## config.mk

```make
export PLATFORM = sky130hd
export DESIGN_NAME = ifl_live_status
export DESIGN_NICKNAME = d
export VERILOG_FILES = /design/src/ifl_pkg.sv /design/src/ifl_sync_if.sv /design/src/ifl_sync.sv /design/src/ifl_live_status.sv
export SDC_FILE = /design/constraint.sdc
export NUM_CORES = 1
export LEC_CHECK = 0
export ABC_AREA = 1
export BUFFER_PORTS_ARGS = -buffer_cell sky130_fd_sc_hd__buf_2
export CAP_MARGIN = 25
export CORE_ASPECT_RATIO = 1.1
export CORE_MARGIN = 2
export CORE_UTILIZATION = 49
export CTS_CLUSTER_DIAMETER = 150
export DETAILED_ROUTE_END_ITERATION = 8
export PLACE_DENSITY = 0.84
export SYNTH_ARGS = -nofsm -noshare
export SYNTH_HDL_FRONTEND = slang
export SYNTH_SLANG_ARGS = --single-unit
```

## constraint.sdc

```tcl
create_clock -name clock -period 1.4 [get_ports clock]
set_input_delay 0.21 -clock clock [delete_from_list [all_inputs] [get_ports clock]]
set_output_delay 0.21 -clock clock [all_outputs]
set_load 0.05 [all_outputs]
```

## src/ifl_pkg.sv

```systemverilog
/*
 * Package for the input fault live status bank: register addresses,
 * flag bit positions, reset values and sizes.
 * Assumes an 8-bit register address and 8-bit data control port.
 */
package ifl_pkg;
    localparam int          IFL_CHANNELS       = 4;
    localparam int          IFL_FLAGS          = 8;
    localparam int          IFL_ADDR_W         = 8;
    localparam int          IFL_DATA_W         = 8;
    localparam int          IFL_SYNC_STAGES    = 2;

    // Register addresses
    localparam logic [7:0]  IFL_ADDR_SUMMARY   = 8'h2D;
    localparam logic [7:0]  IFL_ADDR_CHAN1     = 8'h2E;
    localparam logic [7:0]  IFL_ADDR_CHAN2     = 8'h2F;
    localparam logic [7:0]  IFL_ADDR_CHAN3     = 8'h30;
    localparam logic [7:0]  IFL_ADDR_CHAN4     = 8'h31;

    // Reset values
    localparam logic [7:0]  IFL_RESET_LIVE     = 8'h00;
    localparam logic [7:0]  IFL_RESET_SUMMARY  = 8'h00;
    localparam logic [7:0]  IFL_READ_UNMAPPED  = 8'h00;

    // Flag bit positions inside each channel register
    localparam int          IFL_BIT_OPEN       = 7;
    localparam int          IFL_BIT_PAIR_SHORT = 6;
    localparam int          IFL_BIT_POS_GND    = 5;
    localparam int          IFL_BIT_NEG_GND    = 4;
    localparam int          IFL_BIT_POS_BIAS   = 3;
    localparam int          IFL_BIT_NEG_BIAS   = 2;
    localparam int          IFL_BIT_POS_BAT    = 1;
    localparam int          IFL_BIT_NEG_BAT    = 0;

    // Summary register: channel 1 at bit 7 down to channel 4 at bit 4
    localparam int          IFL_SUM_BIT_CHAN1  = 7;

    typedef logic [IFL_FLAGS-1:0] ifl_flags_t;
endpackage

```

## src/ifl_sync_if.sv

```systemverilog
/*
 * Interface carrying detector flags into and out of the synchroniser.
 * Assumes a single control clock on both sides.
 */
`timescale 1ns/1ns
interface ifl_sync_if;
    import ifl_pkg::*;
    ifl_flags_t raw  [IFL_CHANNELS];
    ifl_flags_t sync [IFL_CHANNELS];

    modport src (output raw, input sync);
    modport syn (input raw, output sync);
endinterface

```

## src/ifl_sync.sv

```systemverilog
/*
 * Two-stage synchroniser for all detector flag bits.
 * Assumes the detector levels are asynchronous to the control clock.
 */
`timescale 1ns/1ns
module ifl_sync
    import ifl_pkg::*;
(
    input  wire logic   clock,
    input  wire logic   rst,
    ifl_sync_if.syn     port
);
    ifl_flags_t stage1 [IFL_CHANNELS];
    ifl_flags_t stage2 [IFL_CHANNELS];

    genvar ch;
    generate
        for (ch = 0; ch < IFL_CHANNELS; ch++)
        begin : g_chan
            always_ff @(posedge clock)
            begin
                if (rst)
                begin
                    stage1[ch] <= IFL_RESET_LIVE;
                    stage2[ch] <= IFL_RESET_LIVE;
                end
                else
                begin
                    stage1[ch] <= port.raw[ch];
                    stage2[ch] <= stage1[ch];
                end
            end
            assign port.sync[ch] = stage2[ch];
        end
    endgenerate
endmodule

```

## src/ifl_live_status.sv

```systemverilog
/*
 * Live input fault status bank for four analog input channels plus the
 * per-channel summary register, read over an 8-bit control port.
 * Assumes the control port presents a read strobe with an address and
 * takes read data one cycle later; detector flags are asynchronous.
 */
// How it works
// Bit 7 follows the channel open input detector.
// Bit 6 shows positive and negative inputs shorted together.
// Bit 5 shows positive input shorted to ground.
// Bit 4 shows negative input shorted to ground.
// Bit 3 shows positive input shorted to mic bias rail.
// Bit 2 shows negative input shorted to mic bias rail.
// Bit 1 shows positive input shorted to battery rail.
// Bit 0 shows negative input shorted to battery rail.
// One means fault detected, zero means none.
// Channel 2 register read-only at 0x2F, reset zero.
// Channel 3 register read-only at 0x30, reset zero.
// Channel 4 register read-only at 0x31, reset zero.
// Channel 1 register read-only at 0x2E, reset zero.
// Summary at 0x2D: bits 7..4 set when channel 1..4 has any fault.
// Flags follow detectors without latching; writes are ignored.
`timescale 1ns/1ns
module ifl_live_status
    import ifl_pkg::*;
(
    input  wire logic                     clock,
    input  wire logic                     rst,
    input  wire logic [IFL_FLAGS-1:0]     det_open_input      [IFL_CHANNELS],
    input  wire logic [IFL_CHANNELS-1:0]  det_pair_short,
    input  wire logic [IFL_CHANNELS-1:0]  det_pos_short_gnd,
    input  wire logic [IFL_CHANNELS-1:0]  det_neg_short_gnd,
    input  wire logic [IFL_CHANNELS-1:0]  det_pos_short_bias,
    input  wire logic [IFL_CHANNELS-1:0]  det_neg_short_bias,
    input  wire logic [IFL_CHANNELS-1:0]  det_pos_short_bat,
    input  wire logic [IFL_CHANNELS-1:0]  det_neg_short_bat,
    input  wire logic                     reg_read,
    input  wire logic                     reg_write,
    input  wire logic [IFL_ADDR_W-1:0]    reg_addr,
    input  wire logic [IFL_DATA_W-1:0]    reg_wdata,
    output logic      [IFL_DATA_W-1:0]    reg_rdata,
    output logic                          reg_rvalid
);
    import ifl_pkg::*;

    ifl_sync_if sync_bus ();
    ifl_flags_t live      [IFL_CHANNELS];
    logic [7:0] summary;
    logic [7:0] next_rdata;

    // ****************************************************
    // Detector flag assembly
    // ****************************************************
    genvar ch;
    generate
        for (ch = 0; ch < IFL_CHANNELS; ch++)
        begin : g_pack
            always_comb
            begin
                sync_bus.raw[ch] = IFL_RESET_LIVE;
                // open input flag
                sync_bus.raw[ch][IFL_BIT_OPEN]       = det_open_input[ch][0];
                // pair short flag
                sync_bus.raw[ch][IFL_BIT_PAIR_SHORT] = det_pair_short[ch];
                // positive ground short
                sync_bus.raw[ch][IFL_BIT_POS_GND]    = det_pos_short_gnd[ch];
                // negative ground short
                sync_bus.raw[ch][IFL_BIT_NEG_GND]    = det_neg_short_gnd[ch];
                // positive bias short
                sync_bus.raw[ch][IFL_BIT_POS_BIAS]   = det_pos_short_bias[ch];
                // negative bias short
                sync_bus.raw[ch][IFL_BIT_NEG_BIAS]   = det_neg_short_bias[ch];
                // positive battery short
                sync_bus.raw[ch][IFL_BIT_POS_BAT]    = det_pos_short_bat[ch];
                // negative battery short
                sync_bus.raw[ch][IFL_BIT_NEG_BAT]    = det_neg_short_bat[ch];
            end

            // live, no latching
            assign live[ch] = sync_bus.sync[ch];

            // summary bit per channel
            assign summary[IFL_SUM_BIT_CHAN1-ch] = |live[ch];
        end
    endgenerate

    assign summary[3:0] = 4'h0;

    ifl_sync u_sync
    (
        .clock (clock),
        .rst   (rst),
        .port  (sync_bus.syn)
    );

    // ****************************************************
    // Register read decode
    // ****************************************************
    always_comb
    begin
        // active high flags
        if (reg_addr == IFL_ADDR_SUMMARY)
            next_rdata = summary;
        // channel 1 read
        else if (reg_addr == IFL_ADDR_CHAN1)
            next_rdata = live[0];
        // channel 2 read
        else if (reg_addr == IFL_ADDR_CHAN2)
            next_rdata = live[1];
        // channel 3 read
        else if (reg_addr == IFL_ADDR_CHAN3)
            next_rdata = live[2];
        // channel 4 read
        else if (reg_addr == IFL_ADDR_CHAN4)
            next_rdata = live[3];
        else
            next_rdata = IFL_READ_UNMAPPED;
    end

    // writes ignored
    always_ff @(posedge clock)
    begin
        if (rst)
        begin
            reg_rdata  <= IFL_RESET_LIVE;
            reg_rvalid <= 1'b0;
        end
        else
        begin
            reg_rvalid <= reg_read;
            if (reg_read)
                reg_rdata <= next_rdata;
        end
    end
endmodule

```

=== Word level (Yosys, flattened, before mapping) ===
Memories as Yosys holds them, arrays and structs flattened.
Index checks and enable logic that the tools add are counted.

* Bits in registers: 9
* Bits in writable memories: 64
* Bits of input ports: 80
* Output and inout port bits: 9
* Word-level logic and storage cells: 37
* Memories kept: 2

{| class="wikitable"
|+ Memories
! memory !! words !! bits a word !! read ports !! clocked after Yosys merged registers in !! wr ports !! RTL line !! RTL
|-
| u_sync.stage1 || 4 || 8 || 4 || 0 || 4 || ifl_sync.sv:13 || <nowiki>ifl_flags_t stage1 [IFL_CHANNELS];</nowiki>
|-
| u_sync.stage2 || 4 || 8 || 4 || 0 || 4 || ifl_sync.sv:14 || <nowiki>ifl_flags_t stage2 [IFL_CHANNELS];</nowiki>
|}

* Equal/unequal tests: 5
* Mux-type cells: 16
* Bitwise gates (word level): 8
* Reductions and logical operators: 4

{| class="wikitable"
|+ Operator list
! operator !! number
|-
| $mux W8 || 13
|-
| $eq A8 B6 Y1 const B || 5
|-
| $reduce_or A8 Y1 || 4
|-
| $or A1 B1 Y1 || 8
|-
| $mux W1 || 3
|}

=== Longest topological paths before layout ===
Gate-level depths: netlist of the first run.

* Depth in word-level cells: 6
* Mapped depth: 9
* Depth with buffers taken out: 9

=== Modules after synthesis ===
From an unflattened synthesis of the first run, not the netlist that was laid out.

* Cells, all modules: 338
* Area, all modules: 2737.6 um^2

{| class="wikitable"
|+ By module, submodules not included
! module !! times used !! cells each !! area an instance (um^2) !! sequential area each (um^2)
|-
| ifl_sync || 1 || 199 || 1840.5 || 1281.2
|-
| ifl_live_status || 1 || 139 || 897.1 || 180.2
|}

=== Worst setup path before layout of the first run ===
No wires, ideal clock.

* Kind: reg2reg
* Start: memory u_sync.stage2[0][2] (netlist name)
* End: register reg_rdata[7]
* Setup time: 118 ps
* Arrival time: 904 ps
* Required time: 1282 ps
* Setup slack: 378 ps
* Cell stages (with the launch flop): 6
* Path buffers: 0
* Clock period less this slack: 1022 ps
* Cell sequence: dfxtp_1 or2_2 nor3_1 nor2_1 nor2_1 nor2_1

{| class="wikitable"
|+ RTL lines
! element !! RTL line !! RTL
|-
| from (decl) || ifl_sync.sv:14 ||
|-
| to (signal assigned) || ifl_live_status.sv:132 || <nowiki>reg_rdata <= next_rdata;</nowiki>
|-
| to (decl) || ifl_live_status.sv:41 || <nowiki>output logic [IFL_DATA_W-1:0] reg_rdata,</nowiki>
|}

==> impl_metrics.csv, run 1 <==
group,metric,value,unit
synthesis,synthArstFlopShare,0,%
synthesis,synth_seq_cells,73,
synthesis,synth.avg_cell_area,7.71,um^2
critical_path,max_stage_delay,0.31,ns
run_status,status,"complete, no violations",
sta,slew_violations,0,
clock_network,cts_htree_levels,3,
hold_path,hp-class,"in2reg",
critical_path,crit_fanout,2,
synthesis,ys_warn_count,0,
clock_network,clkSlewWorstSetupHoldPaths,0.07,ns
sta,relSlewSlack,74.5,%
layout,multi_input_area,852,um^2
sta,worst_pin_slew,0.382,ns
sta,setup_ws,0.210,ns
route,wl,4430,um
sta,fin_skew,0.00610,ns
synthesis,synth_common_cells,"99 x nor2_1, 74 x inv_1, 73 x dfxtp_1",
synthesis,netlist.area_leader.share,55.1,%
critical_path,critPathArrivalTime,1.41,ns
route,final_antenna_net_count,0,
critical_path,r2r_setup_slack,0.21,ns
clock_network,cts_sinks,73,
clock_network,root_buffer,"clkbuf_8",
place,hpwl,3480,um
critical_path,path_class,"reg2reg",
global_route,grt_max_degree,23,
layout,seq_area,1460,um^2
die,die_area,6020,um^2
route,drc,0,
sta,post-route-period-util,85.0,%
clock_network,postCtsSetupRepairBufs,0,
pwr,total_power,4.00,mW
global_route,grt_pass1_wl,7180,um
sta,max_freq,840,MHz
die,die_y,81.2,um
die,rows,28,
critical_path,start_kind,"flop",
synthesis,syn-instance-count,344,
route,vias,2050,
synthesis,ys_seq_area_share,55.1,%
layout,drive_above_1_share,23.2,%
sta,hold_viol_final,0,
clock_network,clock_path_buffers,2,
place,post-place-ws,0.129,ns
clock_network,cts_tree,"built",
layout,fillers,455,
layout,finalNonFillerCells,481,
synthesis,ys_types,18,
sta,hold_ws,0.0749,ns
synthesis,synth_area_leader_cell,"dfxtp_1",
route,routedWlPerCell,9.21,um
synthesis,synth_edf_count,0,
clock_network,clk_latency,0.33,ns
synthesis,yosys-top-cells-area,"dfxtp_1 55%, nor2_1 14%, inv_1 10%",
place,gp_congestion,0.905,
global_route,grt_usage,16.1,%
critical_path,worstSetupEndpointType,"flop",
route,drt_iter0_markers,143,
global_route,grt_pass1_vias,1786,
synthesis,synth_area,2650,um^2
pwr,total_leakage_power,1.64,nW
clock_network,cts_resized,0,
place,portBuffers,51,
clock_network,cts_buffers,9,
die,core,5290,um^2
critical_path,crit_top_cell,"nor2_1",
pwr,irDropWorstVdd,0.683,mV
route,viasPerCell,4.26,
critical_path,critPathSlowestCell,"dfxtp_1",
global_route,antenna_found_initial,0,
sta,finalCriticalPeriod,1.19,ns
layout,diodes,0,
critical_path,crit_required,1.62,ns
synthesis,ys.flop_type,"dfxtp_1",
critical_path,crit_chain,"or2_2 > nor3_1 > nor2_1 > nor2_1 > nor2_1",
flow_run,drv_cap,0,
die,start_util,50.1,%
place,dpl.cell_count,466,
pwr,powerDensity,1260,nW/um^2
sta,rsz0062_at_grt,"no",
sta,setup_viol,0,
synthesis,synth_nets,424,
global_route,grt-ovfl-total,0,
die,pin_count,89,
route,dr.pass1.iters,4,
die,die_w,74.2,um
layout,final_nets,482,
synthesis,yosysMostFrequentCell,"nor2_1",
layout,area_delta_synth_final,20.0,%
clock_network,cts_hold_buf,0,
sta,fin_tns_setup,0,ns
==> final timing paths <==
check | cells after the start | startpoint | to
max | 5 | u_sync.stage2[3][5] | reg_rdata[4]
max reg2reg | 5 | u_sync.stage2[3][5] | reg_rdata[4]
min | 3 | det_neg_short_bat[2] | u_sync.stage1[1][0]
min reg2reg | 2 | u_sync.stage1[0][7] | u_sync.stage2[0][7]
==> cell usage in the layout, fill, tap and decap left out, drive strengths merged <==
cell / n
nor2: 105
inv: 76
dfxtp: 73
buf: 57
nand3: 32
nand2: 25
clkbuf: 12
o21ai: 9
nand4: 4
a21oi: 4
or2: 3
nor3: 3
clkinvlp: 1
clkinv: 1
bufinv: 1
==> per-layer routing <==
metal  vias up  track usage (%)  wire length, um  share of wire [%]
met5         -                0                0                  0
met1       858             18.7             1930                 44
li1       1122                -                -                  -
met2        62             26.3             2180                 49
met3         8             4.22              225                5.1
met4         0             10.0               92                2.1
==> critical path, delay by kind of cell, from the launching register on <==
family / cells / cell delay [ns]
and+or+nand+nor: 5 / 0.77
DFF: 1 / 0.31
==> flip-flops by register name, indices dropped and copies added (netlist names) <==
name and cells:
u_sync.stage1 32, u_sync.stage2 32, reg_rdata 8, reg_rvalid 1
==> metrics by stage <==
step	util (%)	cell area, um^2
after floorplan	-	2650
after global placement	56.8	3010
after detailed placement	56.8	3010
after CTS	60.2	3180
after global routing	60.2	3180
final	60.2	3180
==> cells by family (layout without fill, tap and decap cells) <==
family | Yosys count | after routing | synth area share [%]
compound gates | 13 | 13 | 3.58
buf+inv | 86 | 148 | 12.8
flops | 73 | 73 | 55.1
simple gates | 172 | 172 | 28.5
==> power by group <==
group | leakage (nW) | internal, mW | total [mW] | switching [mW]
registers | 0.603 | 2.17 | 2.21 | 0.0360
logic | 0.950 | 0.126 | 0.310 | 0.183
clock network | 0.0864 | 0.812 | 1.48 | 0.671
total | 1.64 | 3.11 | 4.00 | 0.890
==> area by class of cell <==
type	count	area share (%)
flip-flops and latches	73	45.9
multi-input cells	185	26.8
repair buffers	57	9.83
inverters	76	8.96
clock buffers	12	4.25
well taps	75	2.95
clock inverters	3	1.34
No activity file was read; power rests on OpenSTA's default activity.
==> run 2: changes to the inputs <==
Settings changed: CORE_MARGIN 2 to not set, RECOVER_POWER set to 25.
==> impl_metrics.csv, run 2 (same netlist as run 1, synthesis figures left out) <==
group,metric,value,unit
run_status,status,"complete, no violations",
layout,area_delta_synth_final,18.4,%
sta,fin_tns_setup,0,ns
hold_path,hp-class,"in2reg",
critical_path,crit_buf_inv,0,
critical_path,critPathArrivalTime,1.44,ns
route,final_antenna_net_count,0,
route,viasPerCell,4.42,
pwr,powerDensity,1250,nW/um^2
critical_path,worstSetupEndpointType,"flop",
clock_network,cts_sinks,73,
sta,finalCriticalPeriod,1.21,ns
critical_path,crit_fanout,2,
critical_path,crit_chain,"or2_2 > nor3_1 > nor2_1 > nor2_1 > nor2_1",
pwr,sw_frac_of_total,23.1,%
layout,final_cell_mix,"99 x nor2_1, 74 x inv_1, 73 x dfxtp_1",
pwr,seq_power_share,56.1,%
clock_network,cts_htree_levels,3,
place,hpwl,3530,um
pwr,combPwrFrac,7.7,%
critical_path,critPathSlowestCell,"dfxtp_1",
layout,diodes,0,
die,die_w,72.2,um
pwr,p_sw,0.909,mW
die,start_util,52.0,%
critical_path,max_stage_delay,0.33,ns
sta,worst_pin_slew,0.779,ns
sta,setup_viol,0,
global_route,grt_pass1_vias,1896,
global_route,grt_usage,17.9,%
global_route,grt_pass1_wl,7760,um
route,vias,2108,
critical_path,start_kind,"flop",
global_route,grt-ovfl-total,0,
layout,drive_above_1_share,22.5,%
clock_network,cts_hold_buf,0,
sta,post-route-period-util,86.3,%
critical_path,cpLargestDelayFamily,"simple AND/OR/NAND/NOR gates",
pwr,pwr-share-clk,36.3,%
critical_path,worstReg2RegEnd,"reg_rdata[7]",
sta,fin_skew,0.00505,ns
die,die_area,5710,um^2
critical_path,r2r_cells,5,
critical_path,path_class,"reg2reg",
route,wl,4730,um
critical_path,r2r_start,"u_sync.stage2[0][2]",
hold_path,whs_endpoint,"u_sync.stage1[1][2]",
clock_network,cts_resized,0,
clock_network,clock_path_buffers,2,
pwr,irDropWorstVdd,0.673,mV
die,die_y,79.2,um
clock_network,clkSlewWorstSetupHoldPaths,0.07,ns
critical_path,crit_top_cell,"nor2_1",
die,rows,27,
clock_network,clk_latency,0.34,ns
pwr,total_leakage_power,1.62,nW
global_route,grt_max_degree,46,
layout,layout_commonest_cell,"nor2_1",
hold_path,min_path_cells,3,
sta,max_freq,828,MHz
hold_path,hold_start,"det_neg_short_bias[2]",
route,drc,0,
layout,finalNonFillerCells,477,
die,core,5100,um^2
clock_network,cts_buffers,9,
layout,final_nets,480,
critical_path,r2r_setup_slack,0.19,ns
pwr,total_power,3.94,mW
place,portBuffers,51,
critical_path,crit_required,1.63,ns
clock_network,cts_tree,"built",
sta,hold_viol_final,0,
pwr,p_int,3.03,mW
sta,rsz0062_at_grt,"no",
route,dr.pass1.iters,4,
layout,top_regs,"u_sync.stage1 x32, u_sync.stage2 x32, reg_rdata x8",
route,routedWlPerCell,9.91,um
place,gp_congestion,0.905,
clock_network,postCtsSetupRepairBufs,0,
flow_run,drv_cap,0,
layout,fillers,478,
sta,relSlewSlack,48.1,%
route,drt_iter0_markers,93,
clock_network,root_buffer,"clkbuf_8",
sta,slew_violations,0,
global_route,antenna_found_initial,0,
die,pin_count,89,
place,dpl.cell_count,461,
==> run 2: through the flow <==
step | area [um^2] | util, % | worst slack [ns] | hold WS [ns]
6_report | 3140 | 61.6 | 0.192 | 0.0678
5_1_grt | 3140 | 61.6 | 0.0945 | 0.0648
4_1_cts | 3160 | 62.0 | 0.215 | 0.0606
3_5_place_dp | 2990 | 58.5 | 0.144 | 0.393
3_3_place_gp | 2990 | 58.5 | 0.177 | 0.390
2_1_floorplan | 2650 | - | 0.378 | 0.317
==> run 2: worst max path at each step <==
| stage | from | endpoint | slack [ns] | cells past startpoint |
|---|---|---|---|---|
| finish | u_sync.stage2[0][2] | reg_rdata[7] | 0.19 | 5 |
| global route | rst | u_sync.stage2[3][7] | 0.09 | 3 |
| CTS | u_sync.stage2[0][2] | reg_rdata[7] | 0.22 | 5 |
| detailed placement | reg_addr[6] | reg_rdata[6] | 0.14 | 8 |
| global placement | reg_addr[6] | reg_rdata[1] | 0.18 | 8 |
| floorplan | u_sync.stage2[0][2] | reg_rdata[7] | 0.38 | 5 |
==> run 2: metal layers <==
| metal | part of all wire, % | up-vias | track usage (%) |
|---|---|---|---|
| li1 | - | 1121 | - |
| met4 | 2.3 | 0 | 11.0 |
| met2 | 48 | 65 | 30.8 |
| met5 | 0 | - | 0 |
| met3 | 4.9 | 9 | 4.06 |
| met1 | 45 | 913 | 19.9 |
==> run 2: area by class of cell <==
class / count / area (um^2) / share of cell area, %
Clock buffer: 14 / 163 / 5.18
Clock inverter: 2 / 12.5 / 0.398
Inverter: 76 / 285 / 9.08
Multi-Input combinational cell: 185 / 852 / 27.1
Sequential cell: 73 / 1460 / 46.5
Tap cell: 72 / 90.1 / 2.87
Timing Repair Buffer: 55 / 278 / 8.84
==> run 2: tightest hold or removal path, stage by stage <==
cell	delay [ns]
buf_2	0.07
inv_1	0.03
nor2_1	0.06
==> run 2: power groups by stage <==
stage | clock network (mW) | logic (mW) | registers (mW)
final | 1.43 | 0.301 | 2.21
after global routing | 1.54 | 0.346 | 2.21
after CTS | 1.46 | 0.312 | 2.21
after detailed placement | 0 | 0.309 | 2.25
after global placement | 0 | 0.300 | 2.25
after floorplan | 0 | 0.178 | 2.27
